<file path="src/els_pkg.sv">
package els_pkg;
    // lane count of the processor and 64-bit pci data paths
    localparam int LANES = 8;

    // register byte offsets on the apb side
    localparam logic [7:0] OFS_CTRL    = 8'h00;
    localparam logic [7:0] OFS_IMG_END = 8'h04;
    localparam logic [7:0] OFS_DMA_END = 8'h08;
    localparam logic [7:0] OFS_MASK    = 8'h0c;
    localparam logic [7:0] OFS_STATUS  = 8'h10;
    localparam logic [7:0] OFS_DMA_CUR = 8'h14;

    // writable configuration words and their indices
    localparam int         CFG_WORDS = 4;
    localparam logic [1:0] CFG_CTRL  = 2'h0;
    localparam logic [1:0] CFG_IMG   = 2'h1;
    localparam logic [1:0] CFG_DMA   = 2'h2;
    localparam logic [1:0] CFG_MASK  = 2'h3;
    localparam logic [31:0] CFG_RESET = 32'h0000_0000;
    localparam int         CTRL_END_BIT = 0;

    // register word indices seen from the processor port
    localparam logic [3:0] WORD_PCI0 = 4'h6;
    localparam logic [3:0] WORD_LAST = 4'h8;

    // processor address munge values per scalar size
    localparam logic [2:0] MUNGE_WORD = 3'h4;
    localparam logic [2:0] MUNGE_HALF = 3'h6;
    localparam logic [2:0] MUNGE_BYTE = 3'h7;
    localparam logic [2:0] MUNGE_NONE = 3'h0;

    // transfer sizes in bytes
    localparam logic [3:0] SIZE_NONE = 4'h0;
    localparam logic [3:0] SIZE_BYTE = 4'h1;
    localparam logic [3:0] SIZE_HALF = 4'h2;
    localparam logic [3:0] SIZE_WORD = 4'h4;

    // interrupt status bit positions
    localparam int IRQ_W   = 3;
    localparam int IRQ_ERR = 0;
    localparam int IRQ_PCI = 1;
    localparam int IRQ_DMA = 2;

    // two-bit endian field encodings
    typedef enum logic [1:0] {
        END_BIG         = 2'h0,
        END_MUNGED      = 2'h1,
        END_LITTLE      = 2'h2,
        END_TRUE_LITTLE = 2'h3
    } els_end_type;

    // origin of a generated pci transaction
    typedef enum logic [1:0] {
        SRC_IMAGE = 2'h0,
        SRC_CONF  = 2'h1,
        SRC_IACK1 = 2'h2,
        SRC_IACK2 = 2'h3
    } els_src_type;

    typedef struct packed {
        logic        we;
        logic        to_pci;
        logic [2:0]  img;
        logic [2:0]  dword;
        logic [2:0]  addr;
        logic [3:0]  size;
        logic [63:0] data;
    } els_proc_req_type;

    typedef struct packed {
        els_src_type src;
        logic [2:0]  addr_low;
        logic [7:0]  be;
        logic [63:0] data;
    } els_pci_req_type;

    // xor value that the processor applies to the low address bits
    function automatic logic [2:0] els_munge(input logic [3:0] size);
        case (size)
            SIZE_WORD: els_munge = MUNGE_WORD;
            SIZE_HALF: els_munge = MUNGE_HALF;
            SIZE_BYTE: els_munge = MUNGE_BYTE;
            default:   els_munge = MUNGE_NONE;
        endcase
    endfunction : els_munge
endpackage : els_pkg

</file>
<file path="src/els_reg_steer.sv">
`timescale 1ns/1ps
module els_reg_steer
    import els_pkg::*;
(
    input  wire logic                  munged,
    input  wire logic [2:0]            addr,
    input  wire logic [3:0]            size,
    output logic      [LANES-1:0]      lane_en,
    output logic      [LANES-1:0][2:0] reg_byte,
    output logic                       bad
);
    wire [2:0] mg   = els_munge(size);
    wire [3:0] span = {1'b0, addr} + size;
    wire [3:0] half = {2'h0, addr[1:0]} + size;

    // per lane: enable and little-endian register byte it reaches
    for (genvar i = 0; i < LANES; i++) begin : g_lane
        wire [2:0] n = 3'(i);
        wire [2:0] m = munged ? n ^ mg : n;
        assign lane_en[i]  = (n >= addr) && ({1'b0, n} < span);
        assign reg_byte[i] = {m[2], ~m[1:0]};
    end

    // big-endian: up to a word inside one half; munged: aligned 1/2/4
    wire be_bad = (size == SIZE_NONE) || (size > SIZE_WORD)
                  || (half > SIZE_WORD);
    wire ml_bad = !((size == SIZE_BYTE) || (size == SIZE_HALF)
                  || (size == SIZE_WORD))
                  || (({1'b0, addr} & (size - SIZE_BYTE)) != 4'h0);
    assign bad = munged ? ml_bad : be_bad;
endmodule : els_reg_steer

</file>
<file path="src/els_pci_steer.sv">
`timescale 1ns/1ps
module els_pci_steer
    import els_pkg::*;
(
    input  wire els_end_type       mode,
    input  wire logic [63:0]       proc_data,
    input  wire logic [LANES-1:0]  lane_en,
    input  wire logic [2:0]        addr,
    input  wire logic [3:0]        size,
    output logic      [63:0]       pci_data,
    output logic      [LANES-1:0]  pci_be,
    output logic      [2:0]        pci_addr_low
);
    // each pci lane picks its processor source lane
    for (genvar p = 0; p < LANES; p++) begin : g_lane
        wire [2:0] pl  = 3'(p);
        wire [2:0] src = (mode == END_BIG)         ? pl :
                         (mode == END_TRUE_LITTLE) ? {pl[2], ~pl[1:0]}
                                                   : ~pl;
        // processor lane n sits at big-endian bits 8n..8n+7
        assign pci_data[8*p +: 8] = proc_data[{~src, 3'h0} +: 8];
        assign pci_be[p]          = lane_en[src];
    end

    // munged traffic has its address munge undone
    assign pci_addr_low = (mode == END_MUNGED) ? addr ^ els_munge(size)
                                               : addr;
endmodule : els_pci_steer

</file>
<file path="src/els_endian_lane_steering.sv">
`timescale 1ns/1ps
// Functional notes
// - pci-to-pci traffic passes with no swap or conversion at all.
// - pci address bits 2:0 pick byte lane n on bits 8n+7..8n.
// - processor address bits 29:31 pick lane n; lane 0 is msb byte.
// - register endian mode bit lives in control word; resets big-endian.
// - registers are little-endian; processor accesses keep scalar significance.
// - big-endian register mode maps lanes 0..3 to bytes 3..0 per half.
// - munged register mode undoes munge; only byte, half, word sizes.
// - munged register mode answers unaligned access with transfer error.
// - config data and iack registers generate pci transfers, pci mapping.
// - four pci conversion modes: big, little, munged little, true little.
// - two-bit endian field per image and per dma channel.
// - dma channel takes new endian mode per transfer or list element.
// - big-endian pci mode keeps each byte's address, lane n to n.
module els_endian_lane_steering
    import els_pkg::*;
#(
    parameter int NUM_IMG = 8,
    parameter int NUM_DMA = 4
) (
    input  wire logic                   pclk,
    input  wire logic                   presetn,
    input  wire logic                   psel,
    input  wire logic                   penable,
    input  wire logic                   pwrite,
    input  wire logic [7:0]             paddr,
    input  wire logic [31:0]            pwdata,
    output logic      [31:0]            prdata,
    output logic                        pready,
    output logic                        pslverr,
    output logic                        irq,
    input  wire logic                   proc_req,
    input  wire els_proc_req_type       proc_req_data,
    output logic                        proc_ack,
    output logic                        proc_transfer_error_ack,
    output logic      [63:0]            proc_rdata,
    output logic                        pci_req,
    output els_pci_req_type             pci_out,
    input  wire logic                   pci_fwd_valid_in,
    input  wire logic [63:0]            pci_fwd_in,
    output logic                        pci_fwd_valid,
    output logic      [63:0]            pci_fwd_out,
    input  wire logic [NUM_DMA-1:0]     dma_load,
    input  wire logic [NUM_DMA-1:0]     dma_from_list,
    input  wire logic [2*NUM_DMA-1:0]   dma_elem_end,
    output logic      [2*NUM_DMA-1:0]   dma_cur,
    output logic      [2*NUM_IMG-1:0]   img_end
);
    logic [31:0]            cfg [CFG_WORDS];
    logic [31:0]            next_cfg [CFG_WORDS];
    logic [31:0]            rd_words [8];
    logic [IRQ_W-1:0]       status;
    logic [IRQ_W-1:0]       next_status;
    logic [IRQ_W-1:0]       irq_event;
    logic [IRQ_W-1:0]       w1c;
    logic [LANES-1:0]       lane_en;
    logic [LANES-1:0][2:0]  reg_byte;
    logic                   steer_bad;
    logic [63:0]            next_rdata;
    logic [63:0]            pci_data;
    logic [7:0]             pci_be;
    logic [2:0]             pci_addr_low;
    els_end_type            pci_mode;
    els_src_type            pci_src;
    wire  [2*NUM_DMA-1:0]   next_dma;
    els_proc_req_type       preq;

    assign preq = proc_req_data;

    // apb decode, zero wait states
    wire apb_setup   = psel & ~penable;
    wire apb_access  = psel & penable;
    wire apb_write   = apb_access & pwrite;
    wire hit_cfg     = (paddr <= OFS_MASK) && (paddr[1:0] == 2'h0);
    wire hit_status  = paddr == OFS_STATUS;
    wire hit_dma_cur = paddr == OFS_DMA_CUR;
    wire apb_mapped  = hit_cfg | hit_status | hit_dma_cur;
    wire [31:0] apb_rd_word = hit_cfg     ? cfg[paddr[3:2]] :
                              hit_status  ? 32'(status)     :
                              hit_dma_cur ? 32'(dma_cur)    : 32'h0;
    assign pready  = 1'b1;
    assign pslverr = apb_access & ~apb_mapped;

    // register endian mode and processor lane mapping
    wire reg_munged = cfg[CFG_CTRL][CTRL_END_BIT];

    els_reg_steer u_reg_steer (
        .munged   (reg_munged),
        .addr     (preq.addr),
        .size     (preq.size),
        .lane_en  (lane_en),
        .reg_byte (reg_byte),
        .bad      (steer_bad)
    );

    // classify the processor request
    wire [3:0] first_word  = {preq.dword, reg_byte[preq.addr][2]};
    wire       reg_req     = proc_req & ~preq.to_pci;
    wire       reg_bad     = steer_bad | (first_word > WORD_LAST);
    wire       reg_ok      = reg_req & ~reg_bad;
    wire       pci_reg_hit = reg_ok & (first_word >= WORD_PCI0);
    wire       img_req     = proc_req & preq.to_pci;
    wire       pci_fire    = img_req | pci_reg_hit;
    wire       proc_reg_wr = reg_ok & preq.we & ~pci_reg_hit;

    // pci mapping from image field or from register mode bit
    assign pci_mode = img_req
        ? els_end_type'(cfg[CFG_IMG][2*preq.img +: 2])
        : (reg_munged ? END_MUNGED : END_BIG);
    assign pci_src = img_req ? SRC_IMAGE
        : els_src_type'(2'(first_word - WORD_PCI0) + 2'h1);

    els_pci_steer u_pci_steer (
        .mode         (pci_mode),
        .proc_data    (preq.data),
        .lane_en      (lane_en),
        .addr         (preq.addr),
        .size         (preq.size),
        .pci_data     (pci_data),
        .pci_be       (pci_be),
        .pci_addr_low (pci_addr_low)
    );

    // readable words seen from the processor port
    assign rd_words[0] = cfg[CFG_CTRL];
    assign rd_words[1] = cfg[CFG_IMG];
    assign rd_words[2] = cfg[CFG_DMA];
    assign rd_words[3] = cfg[CFG_MASK];
    assign rd_words[4] = 32'(status);
    assign rd_words[5] = 32'(dma_cur);
    assign rd_words[6] = 32'h0;
    assign rd_words[7] = 32'h0;

    // read lanes gather little-endian register bytes
    for (genvar n = 0; n < LANES; n++) begin : g_rd
        wire [3:0] w = {preq.dword, reg_byte[n][2]};
        assign next_rdata[8*(LANES-1-n) +: 8] =
            (lane_en[n] && (w < WORD_PCI0))
            ? rd_words[w[2:0]][8*reg_byte[n][1:0] +: 8] : 8'h0;
    end

    // configuration writes: apb word, then processor lanes
    always_comb begin
        next_cfg = cfg;
        if (apb_write && hit_cfg) begin
            next_cfg[paddr[3:2]] = pwdata;
        end
        for (int n = 0; n < LANES; n++) begin
            if (proc_reg_wr && lane_en[n]
                && ({preq.dword, reg_byte[n][2]} < 4'(CFG_WORDS))) begin
                next_cfg[2'({preq.dword, reg_byte[n][2]})]
                        [8*reg_byte[n][1:0] +: 8] =
                    preq.data[8*(LANES-1-n) +: 8];
            end
        end
    end

    always_ff @(posedge pclk or negedge presetn) begin
        if (!presetn) begin
            for (int k = 0; k < CFG_WORDS; k++) begin
                cfg[k] <= CFG_RESET;
            end
        end else begin
            cfg <= next_cfg;
        end
    end

    // dma channels latch a mode per transfer or list element
    for (genvar c = 0; c < NUM_DMA; c++) begin : g_dma
        assign next_dma[2*c +: 2] = !dma_load[c] ? dma_cur[2*c +: 2] :
            dma_from_list[c] ? dma_elem_end[2*c +: 2]
                             : cfg[CFG_DMA][2*c +: 2];
    end

    always_ff @(posedge pclk or negedge presetn) begin
        if (!presetn) begin
            dma_cur <= '0;
        end else begin
            dma_cur <= next_dma;
        end
    end

    // sticky events, set wins over write-one-to-clear
    assign irq_event   = {|dma_load, pci_fire, reg_req & reg_bad};
    assign w1c         = (apb_write && hit_status) ? pwdata[IRQ_W-1:0]
                                                   : '0;
    assign next_status = (status & ~w1c) | irq_event;
    assign irq         = |(status & cfg[CFG_MASK][IRQ_W-1:0]);
    assign img_end     = cfg[CFG_IMG][2*NUM_IMG-1:0];

    always_ff @(posedge pclk or negedge presetn) begin
        if (!presetn) begin
            status <= '0;
            prdata <= 32'h0;
        end else begin
            status <= next_status;
            prdata <= apb_setup ? apb_rd_word : prdata;
        end
    end

    // processor answers one cycle after the request
    always_ff @(posedge pclk or negedge presetn) begin
        if (!presetn) begin
            proc_ack                <= 1'b0;
            proc_transfer_error_ack <= 1'b0;
            proc_rdata              <= 64'h0;
        end else begin
            proc_ack                <= reg_ok | img_req;
            proc_transfer_error_ack <= reg_req & reg_bad;
            proc_rdata <= reg_ok ? next_rdata : proc_rdata;
        end
    end

    // generated pci transfer and pass-through forwarding
    always_ff @(posedge pclk or negedge presetn) begin
        if (!presetn) begin
            pci_req       <= 1'b0;
            pci_out       <= '0;
            pci_fwd_valid <= 1'b0;
            pci_fwd_out   <= 64'h0;
        end else begin
            pci_req       <= pci_fire;
            pci_out       <= pci_fire ? {pci_src, pci_addr_low, pci_be,
                                         pci_data} : pci_out;
            pci_fwd_valid <= pci_fwd_valid_in;
            pci_fwd_out   <= pci_fwd_in;
        end
    end

    // checks
    AST_FWD: assert property (@(posedge pclk) disable iff (!presetn)
        pci_fwd_valid_in |=> pci_fwd_valid
            && (pci_fwd_out == $past(pci_fwd_in)))
        else $error("forwarded pci data altered");

    AST_BE_BYTE: assert property (@(posedge pclk) disable iff (!presetn)
        (reg_req && preq.we && !reg_munged && preq.size == SIZE_BYTE
            && preq.dword == 3'h0 && preq.addr == 3'h0 && !apb_write)
        |=> cfg[CFG_CTRL][31:24] == $past(preq.data[63:56]))
        else $error("big-endian byte lane 0 not at register byte 3");

    AST_ML_BYTE: assert property (@(posedge pclk) disable iff (!presetn)
        (reg_req && preq.we && reg_munged && preq.size == SIZE_BYTE
            && preq.dword == 3'h0 && preq.addr == 3'h0 && !apb_write)
        |=> cfg[CFG_IMG][7:0] == $past(preq.data[63:56]))
        else $error("munged byte not at register byte 4");

    AST_UNALIGNED: assert property (@(posedge pclk) disable iff (!presetn)
        (reg_req && reg_munged && preq.size == SIZE_HALF && preq.addr[0])
        |=> proc_transfer_error_ack && !proc_ack ##1
            !proc_transfer_error_ack || $past(proc_req))
        else $error("unaligned munged access not refused");

    AST_CONF: assert property (@(posedge pclk) disable iff (!presetn)
        (reg_req && !reg_munged && preq.dword == 3'h3
            && preq.addr == 3'h0 && preq.size == SIZE_WORD)
        |=> pci_req && pci_out.src == SRC_CONF && pci_out.be == 8'h0f)
        else $error("config data access did not reach pci");

    AST_BE_PCI: assert property (@(posedge pclk) disable iff (!presetn)
        (img_req && pci_mode == END_BIG && preq.addr == 3'h0
            && preq.size == SIZE_BYTE)
        |=> pci_out.be == 8'h01
            && pci_out.data[7:0] == $past(preq.data[63:56]))
        else $error("big-endian lane 0 not on pci lane 0");

    AST_TLE: assert property (@(posedge pclk) disable iff (!presetn)
        (img_req && pci_mode == END_TRUE_LITTLE && preq.addr == 3'h0
            && preq.size == SIZE_BYTE) |=> pci_out.be == 8'h08)
        else $error("true little lane 0 not on pci lane 3");

    AST_DMA: assert property (@(posedge pclk) disable iff (!presetn)
        (dma_load[0] && dma_from_list[0])
        |=> dma_cur[1:0] == $past(dma_elem_end[1:0]))
        else $error("dma list element mode not taken");

    AST_IMG: assert property (@(posedge pclk) disable iff (!presetn)
        (apb_write && paddr == OFS_IMG_END && !proc_req)
        |=> img_end == $past(pwdata[2*NUM_IMG-1:0]))
        else $error("image endian fields not updated");
endmodule : els_endian_lane_steering

</file>
<file path="config.mk">
export PLATFORM = sky130hd
export DESIGN_NAME = els_endian_lane_steering
export DESIGN_NICKNAME = d
export VERILOG_FILES = /design/src/els_pkg.sv /design/src/els_reg_steer.sv /design/src/els_pci_steer.sv /design/src/els_endian_lane_steering.sv
export SDC_FILE = /design/constraint.sdc
export NUM_CORES = 1
export LEC_CHECK = 0
export BUFFER_PORTS_ARGS = -buffer_cell sky130_fd_sc_hd__buf_4
export CAP_MARGIN = 10
export CORE_AREA = 5 5 240 418
export CTS_CLUSTER_SIZE = 8
export DETAILED_ROUTE_END_ITERATION = 10
export DIE_AREA = 0 0 245 423
export SLEW_MARGIN = 20
export SYNTH_ARGS = -nofsm -noshare
export SYNTH_HDL_FRONTEND = slang
export SYNTH_SLANG_ARGS = --single-unit
export TNS_END_PERCENT = 10
</file>
<file path="constraint.sdc">
create_clock -name pclk -period 5.3 [get_ports pclk]
set_clock_uncertainty 0.1 [all_clocks]
set_input_delay 1.06 -clock pclk [delete_from_list [all_inputs] [get_ports pclk]]
set_output_delay 1.06 -clock pclk [all_outputs]
set_load 0.01 [all_outputs]
</file>
; Word-level counts from Yosys, hierarchy flattened
; Index checks and enable logic that the tools add are counted.
[op_classes]
add_sub_neg = 13
n_mul = 0
div = 0
magnitude_cmp = 72
n_eq_ne = 7
shifts = 33
n_mux = 127
bitwise_logic = 67
reduce_logical = 56
[op_table]
columns = cell, count
row1 = bitwise mux 128 bit, 9
row2 = two-way mux 128 bit, 9
row3 = two-way mux 32 bit, 28
row4 = binary-select mux 32 bit (select 3 bit), 8
row5 = demux 32 bit (select 2 bit), 9
row6 = indexed part select 64 x 7 -> 8 bit, 8
row7 = negator 5 -> 34 bit, 8
row8 = variable shift 8 x 34 -> 32 bit (first input constant), 8
row9 = indexed part select 8 x 34 -> 32 bit, 8
row10 = indexed part select 32 x 6 -> 8 bit, 8
row11 = two-way mux 3 bit, 27
row12 = two-way mux 8 bit, 10
row13 = binary-select mux 32 bit (select 2 bit), 1
row14 = less-than comparator 4 x 3 -> 1 bit (second input constant), 16
row15 = logical AND 1 bit, 44
row16 = less-than comparator 3 x 4 -> 1 bit (second input constant), 9
row17 = >= comparator 4 bit (second input constant), 8
row18 = inverter 3 -> 4 bit, 8
row19 = indexed part select 32 x 5 -> 2 bit, 1
row20 = inverter 3 bit, 10
row21 = >= comparator 3 bit (second input constant), 9
row22 = less-than comparator 3 x 1 -> 1 bit (second input constant), 9
row23 = inverter 2 -> 3 bit, 9
row24 = binary-select mux 1 bit (select 3 bit), 8
row25 = other kinds (40), 103
[word_totals]
regBits = 380
latch_bits = 0
ramBits = 0
rom_bits = 0
out_inout_bits = 268
elab_cells = 395
memories = 0

; Logic depth before layout (Yosys ltp)
; Gate-level depths: netlist of run 1.
[depth]
depth_word = 31
mapped_depth = 21
ltp_nobuf = 15

; Modules after synthesis
; Synthesis of run 1 repeated with hierarchy kept, for this count alone.
[unflattened]
cells_unflattened = 4378
hier_area_um2 = 39187.6
[by_module_without_submodules]
columns = module, instances, cells_each, area_per_inst_um2, seq_area_each_um2
row1 = els_endian_lane_steering, 1, 4198, 36697.7, 9509.1
row2 = els_pci_steer, 1, 106, 1934.4, 0.0
row3 = els_reg_steer, 1, 74, 555.5, 0.0

; Worst setup path after synthesis of run 1
; Ideal clock, no wire load.
[synth_path]
kind = input to register
start = input proc_req_data[64] (netlist bit)
end = register cfg[59] (netlist bit)
setup_time_ps = 129
t_arrival_ps = 5030
path_slack_ps = 41
stages = 18
n_path_buf = 3
cell_sequence = inv_1 > ha_1 > and2b_2 > nor3_4 > buf_2 > clkbuf_1 > xnor2_1 > ha_1 > nand2b_1 > a221oi_1 > nand3_2 > buf_2 > a2111o_1 > o21ai_2 > nor2_1 > or4_1 > nand3_1 > o21ai_0
[synth_lines]
columns = item, line
row1 = start: declaration, els_endian_lane_steering.sv:34  ; input wire els_proc_req_type proc_req_data,
row2 = end signal: assignment, els_endian_lane_steering.sv:165  ; cfg <= next_cfg;
row3 = end: declaration, els_endian_lane_steering.sv:50  ; logic [31:0] cfg [CFG_WORDS];

==> out/results.tsv, run 1 <==
stage	metric	value	unit
run_status	status	finished, final reports clean	
placement	gp_congestion	1.06	
power_and_ir_drop	switchingPower	0.00278	W
timing	rsz0062_at_grt	no	
placement	place_hpwl	170000	µm
yosys	yosys.area_share.simple	0.201	
power_and_ir_drop	total_power	0.00850	W
timing	maxSlewViolCount	0	
finish	syn2layout_area_growth	30.0	%
floorplan	initial_utilization	0.318	
yosys	yosys_warnings	0	
yosys	synth-compound-area-share	0.220	
setup_path	cp-start-kind	primary input	
setup_path	arrival	5.37	ns
timing	slew-limit-headroom	0.367	
timing	period_share	0.946	
global_routing	grt.busiest_layer	met2	
routing	vias	35188	
flow_run	cap_viol_max_count	0	
floorplan	die_x	245	µm
timing	max_freq	200	MHz
setup_path	cp_max_fo	11	
yosys	synthTopCellsByArea	dfrtp_1 31%, mux4_2 12%, nand2_1 7.7%	
setup_path	end_kind	flip-flop	
floorplan	io_pins	474	
routing	drc_errors	0	
setup_path	rr_startpoint	cfg[96]	
timing	period_needed	5.01	ns
yosys	ys_ff_latch	380	
yosys	synth_xor_area_frac	0.00229	
floorplan	core-area	96400	µm²
clock_network	clk_pin_slew	0.06	ns
yosys	synth_edf_count	0	
global_routing	grtUsageMet3	0.0790	
yosys	yosysTopAreaCellShare	0.311	
yosys	muxShareOfSynthArea	0.213	
yosys	synth_area	30600	µm²
yosys	yosysTopAreaCell	dfrtp_1	
timing	hold_viol_final	0	
power_and_ir_drop	ir_worst_vdd	0.237	mV
clock_network	clkSinkCount	380	
clock_network	cts_tree	yes	
global_routing	antenna_found_initial	18	
global_routing	grt_first_pass_wirelength	291000	µm
yosys	syn_nets	3704	
global_routing	grt_max_degree	102	
floorplan	die_height	423	µm
routing	routed_wl	216000	µm
global_routing	first_global_vias	35284	
power_and_ir_drop	p_leak	16.9	nW
power_and_ir_drop	combPwrFrac	0.226	
setup_path	required	5.66	ns
clock_network	h-tree-depth	2	
yosys	syn_area_per_cell	8.80	µm²
clock_network	numCtsBuffers	54	
setup_path	reg2regPathDepth	16	
clock_network	clk-insertion-delay-late	0.66	ns
routing	wl_per_cell	40.0	µm
setup_path	r2r_slack	0.43	ns
power_and_ir_drop	swShare	0.327	
global_routing	use_met2	0.678	
timing	fin_setup_tns	0	ns
setup_path	reg2reg_to	cfg[11]	
yosys	synthDistinctLibCells	105	
global_routing	track_usage	0.398	
yosys	netlist_instances	3479	
yosys	synthArstFlopShare	1.00	
floorplan	fp-row-count	151	
yosys	yosysSeqAreaShare	0.311	
global_routing	gr-total-overflow	0	
power_and_ir_drop	power.internal	0.00572	W
hold_path	hold_class	primary input to async pin	
clock_network	cts_root_buf	clkbuf_16	
finish	fin_nets	4380	
yosys	ys.flop_type	dfrtp_1	
yosys	synth-adder-area-share	0.00801	
clock_network	cts_hold_buffers	0	
timing	setup_violations	0	
clock_network	clockBufferDepth	3	
floorplan	dieArea	104000	µm²
finish	final_layout_size_suffix_gt1_frac	0.322	
yosys	synth_top_family_by_area	compound AO/OA/AOI/OAI gates	
routing	vias_per_cell	6.52	
routing	drtIter0Drc	3744	
routing	route.antenna.remaining_nets	0	
timing	worstMarginPinSlew	0.943	ns
setup_path	path_class	primary input to flip-flop	
routing	first_pass_iters	6	
power_and_ir_drop	power_density	213	nW/µm²
power_and_ir_drop	clkPwrFrac	0.394	
global_routing	gr-usage-met1	0.413	
power_and_ir_drop	power_frac_seq	0.380	
placement	portBuffers	472	
-- cell usage in the layout, fill, tap and decap left out, types with 13 or more instances in the layout --
master     Yosys  final
or4_1         21     20
a311oi_1      29     29
mux2_2       107    107
a211oi_1      67     67
nor3_1        90     90
a21o_1        18     18
a21oi_1      186    185
mux4_2       162    162
buf_12         0     36
or3_1         24     24
a221oi_1      39     39
nand4_1       28     28
clkbuf_16      0     54
nand2b_1      15     13
and3_1        37     37
and2_1        29     29
o221ai_1      56     56
o22ai_1       38     38
a22oi_1       44     44
mux2i_1      166    166
nand2_1      630    629
dfrtp_1      380    380
ha_1          18     17
nand3_1      162    161
o2111ai_1     24     24
nor4_1        16     14
nor2_1       198    192
buf_4         25    889
a31oi_1       28     28
a32oi_1       19     19
o211ai_1      68     68
nor2b_1       37     37
o21ai_0      242    241
-- metrics by stage --
step	setup WS, ns	hold WS (ns)	instances	area [µm²]	util
floorplan	0.0412	0.403	3479	30600	-
detailed placement	-0.251	0.372	5323	38300	0.398
finish	0.288	0.317	5395	39800	0.413
CTS	0.397	0.331	5387	39800	0.413
global placement	-0.250	0.363	5323	38300	0.398
global route	0.254	0.374	5387	39800	0.413
-- cells in the mapped netlist, drive strengths merged (10+ instances only) --
cell     instances
a21oi          186
clkbuf         190
mux2           107
o2111ai         25
o22ai           38
o221ai          58
nor2b           37
a32oi           20
a22oi           44
a21o            18
dfrtp          380
or3             24
a311oi          29
nand4           28
and2            31
a2bb2oi         10
a211oi          75
ha              18
nand2b          16
nor2           199
a31oi           28
a221oi          42
nor4            21
mux2i          166
nor3           103
nand2          631
and3            37
buf            116
o211ai          73
mux4           162
o31a            12
nand3          163
or4             22
inv             15
o21ai          248
-- timing repair --
item                       CTS  global route
setup endpoints to repair    0             2
hold endpoints to repair     0             0
setup buffers                0             0
resized for setup            0             1
-- flip-flops by register name (all words and copies together), names as in the netlist, 3 cells and up --
register     count
cfg            112
pci_out         77
pci_fwd_out     64
proc_rdata      64
prdata          32
img_end         16
dma_cur          8
status           3
-- power groups by stage --
stage	clock (W)	sequential, W	combinational [W]
finish	0.00335	0.00323	0.00192
CTS	0.00341	0.00322	0.00188
floorplan	0	0.00328	0.000723
detailed placement	0	0.00327	0.00187
global placement	0	0.00327	0.00187
global route	0.00349	0.00324	0.00197
-- worst max-delay path, cell delays in order --
cell and delay, ns:
buf_4 0.12, inv_1 0.10, ha_1 0.21, and2b_2 0.26, nor3_4 0.21, xnor2_1 0.17
ha_1 0.19, nand2b_1 0.08, a221oi_1 0.43, buf_4 0.20, and3_1 0.29, buf_12 0.18
nor2_1 0.16, buf_4 0.21, nor4_2 0.79, buf_4 0.25, o21ai_0 0.13, o2111ai_1 0.13
o21ai_0 0.18
-- kinds of logic (layout without fill, tap and decap cells) --
kind of cell,Yosys count,after routing
and+or+nand+nor,1334,1334
AOI/OAI and AO/OA,980,980
muxes,435,435
DFF,380,380
buffers and inverters,322,1006
adders and majority gates,19,19
xor gates and xnor gates,8,8
other,1,9
-- final cells by class --
type	instances	area [µm²]
diodes	8	20.0
clock buffers	60	1390
clock inverters	4	88.8
fillers	9765	56500
inverters	16	60.1
multi-input cells	2777	19800
flip-flops and latches	380	9510
well taps	1224	1530
repair buffers	926	7410
-- how the worst max path moves through the flow --
stage                       from  endpoint  slack, ns  cells after the start
4_1_cts        proc_req_data[64]   cfg[11]       0.40                     19
6_report       proc_req_data[64]   cfg[11]       0.29                     19
3_5_place_dp   proc_req_data[64]   cfg[11]      -0.25                     19
5_1_grt        proc_req_data[64]   cfg[11]       0.25                     19
2_1_floorplan  proc_req_data[64]   cfg[59]       0.04                     18
3_3_place_gp   proc_req_data[64]   cfg[11]      -0.25                     19
-- per-layer routing --
layer | wire length [µm] | vias to the layer above
met5 | 59 | -
met2 | 103000 | 2420
met1 | 69800 | 17382
met4 | 25500 | 8
met3 | 17400 | 806
li1 | - | 14572
No activity file was read; power rests on OpenSTA's default activity.
==> inputs of run 2 (changes only) <==
--- a/config.mk
+++ b/config.mk
@@ -7,10 +7,10 @@
 export LEC_CHECK = 0
 export BUFFER_PORTS_ARGS = -buffer_cell sky130_fd_sc_hd__buf_4
 export CAP_MARGIN = 10
-export CORE_AREA = 5 5 240 418
+export CORE_AREA = 5 5 406 248
 export CTS_CLUSTER_SIZE = 8
 export DETAILED_ROUTE_END_ITERATION = 10
-export DIE_AREA = 0 0 245 423
+export DIE_AREA = 0 0 411 253
 export SLEW_MARGIN = 20
 export SYNTH_ARGS = -nofsm -noshare
 export SYNTH_HDL_FRONTEND = slang
==> run 2 against run 1 <==
Compared with the run above:
- cell count increased by 0.44%
- clock power decreased by 4%
- setup slack improved by 0.35 ns
- power decreased by 2.0%
- first-iteration DRC count increased by 49%
- global-route usage decreased by 3.0 points
==> out/results.tsv, run 2 (synthesis results as in run 1) <==
stage	metric	value	unit
clock_network	cts_tree	yes	
power_and_ir_drop	power_density	212	nW/µm²
setup_path	reg2reg_to	img_end[6]	
floorplan	core-area	97000	µm²
global_routing	antenna_found_initial	18	
clock_network	cts_root_buf	clkbuf_16	
timing	setup_slack	0.634	ns
routing	wl_per_cell	36.9	µm
routing	routed_wl	200000	µm
finish	most-common-layout-cells	832 x buf_4, 629 x nand2_1, 380 x dfrtp_1	
power_and_ir_drop	ir_worst_vdd	0.225	mV
clock_network	post_cts_buffers	0	
finish	largest_reg_flops	112	
routing	drtIter0Drc	5578	
finish	top_register	cfg	
finish	syn2layout_area_growth	28.0	%
clock_network	clockBufferDepth	3	
power_and_ir_drop	p_leak	16.5	nW
clock_network	cts_hold_buffers	0	
placement	gp_congestion	1.09	
setup_path	r2r_slack	1.07	ns
hold_path	hold_class	primary input to async pin	
routing	drc_errors	0	
timing	setup_violations	0	
setup_path	cp-start-kind	primary input	
global_routing	first_global_vias	32930	
finish	fillers	9855	
setup_path	path_delay_family	compound AO/OA/AOI/OAI gates	
global_routing	gr-total-overflow	0	
floorplan	die_height	253	µm
setup_path	arrival	5.04	ns
setup_path	slowest_stage	a31oi_1	
clock_network	clk-insertion-delay-late	0.64	ns
placement	dp_slack	0.111	ns
routing	route.antenna.remaining_nets	0	
routing	vias_per_cell	6.56	
timing	maxSlewViolCount	0	
timing	slew-limit-headroom	0.300	
setup_path	rr_startpoint	cfg[96]	
setup_path	end_kind	flip-flop	
setup_path	reg2regPathDepth	15	
run_status	status	finished, final reports clean	
finish	reg_top3	cfg (112), pci_out (77)	
placement	place_hpwl	156000	µm
global_routing	grt_first_pass_wirelength	271000	µm
routing	first_pass_iters	7	
clock_network	numCtsBuffers	54	
placement	portBuffers	472	
floorplan	fp-row-count	89	
floorplan	io_pins	474	
timing	fin_setup_tns	0	ns
flow_run	cap_viol_max_count	0	
routing	vias	35575	
setup_path	path_class	primary input to flip-flop	
setup_path	crit_top_cell	buf_4	
clock_network	cts_resized	0	
finish	final_common_cell	buf_4	
timing	period_needed	4.67	ns
timing	hold_viol_final	0	
timing	max_freq	214	MHz
timing	worstMarginPinSlew	1.05	ns
setup_path	path_cells	buf_4 -> inv_1 -> ha_1 -> and2b_2 -> nor3_4 -> xnor2_1 -> ha_1 -> nand2b_1 -> a221oi_1 -> and3_1 -> buf_4 -> o211ai_1 -> buf_4 -> buf_4 -> o21ai_0 -> a31oi_1 -> o2111ai_1 -> o221ai_1	
clock_network	h-tree-depth	2	
setup_path	timing.critical_path.buf_inv	5	
global_routing	grt_max_degree	95	
finish	final_layout_size_suffix_gt1_frac	0.310	
finish	fin_nets	4311	
setup_path	cp_max_fo	8	
clock_network	clk_pin_slew	0.05	ns
floorplan	die_x	411	µm
floorplan	dieArea	104000	µm²
clock_network	clkSinkCount	380	
setup_path	cp_slowest_stage_delay	0.80	ns
floorplan	initial_utilization	0.316	
setup_path	required	5.67	ns
global_routing	track_usage	0.368	
timing	period_share	0.880	
timing	rsz0062_at_grt	no	
## run 2: how the worst max path moves through the flow
stage / cells past startpoint / start / slack [ns] / end
after floorplan: 18 / proc_req_data[64] / 0.04 / cfg[59]
after global placement: 19 / proc_req_data[64] / 0.14 / cfg[35]
after detailed placement: 19 / proc_req_data[64] / 0.11 / cfg[35]
after CTS: 19 / proc_req_data[64] / 0.78 / cfg[35]
after global routing: 19 / proc_req_data[64] / 0.39 / cfg[35]
final: 18 / proc_req_data[64] / 0.63 / img_end[6]
## run 2: metal layers
metal,track usage,up-vias,share of wire
met4,0.120,16,0.040
li1,-,14428,-
met2,0.475,2746,0.38
met1,0.531,17960,0.42
met5,0,-,0.00057
met3,0.175,425,0.16
## run 2: layout make-up
class                      count  area [µm²]  area share
multi-input combinational   2777       19800       0.505
sequential                   380        9510       0.243
timing repair buffer         857        6740       0.172
tap                         1319        1650      0.0421
clock buffer                  59        1380      0.0352
inverter                      16        60.1     0.00153
clock inverter                 4        42.5     0.00109
antenna                        7        17.5    0.000447
## run 2: report_power, final
part | switching, W | total, W | internal, W
combinational | 0.00114 | 0.00188 | 0.000743
clock | 0.00141 | 0.00322 | 0.00181
sequential | 0.000143 | 0.00322 | 0.00308
total | 0.00270 | 0.00832 | 0.00563
## run 2: per-stage QoR
step / area [µm²] / total power (W) / utilization / std cells / hold WS (ns)
after floorplan: 30600 / 0.00400 / - / 3479 / 0.403
after global placement: 37800 / 0.00508 / 0.389 / 5349 / 0.368
after detailed placement: 37800 / 0.00509 / 0.389 / 5349 / 0.372
after CTS: 39200 / 0.00832 / 0.404 / 5412 / 0.358
after global routing: 39200 / 0.00856 / 0.404 / 5414 / 0.375
final: 39200 / 0.00832 / 0.404 / 5419 / 0.316
## run 2: worst register-to-register path: stages, from the launching register on
cell	delay, ns
dfrtp_1	0.60
nand2b_4	0.14
nor3_4	0.21
xnor2_1	0.11
ha_1	0.20
nand2b_1	0.10
a221oi_1	0.10
and3_1	0.26
buf_4	0.20
o211ai_1	0.18
buf_4	0.23
buf_4	0.19
o21ai_0	0.14
a31oi_1	0.80
o2111ai_1	0.26
o221ai_1	0.24
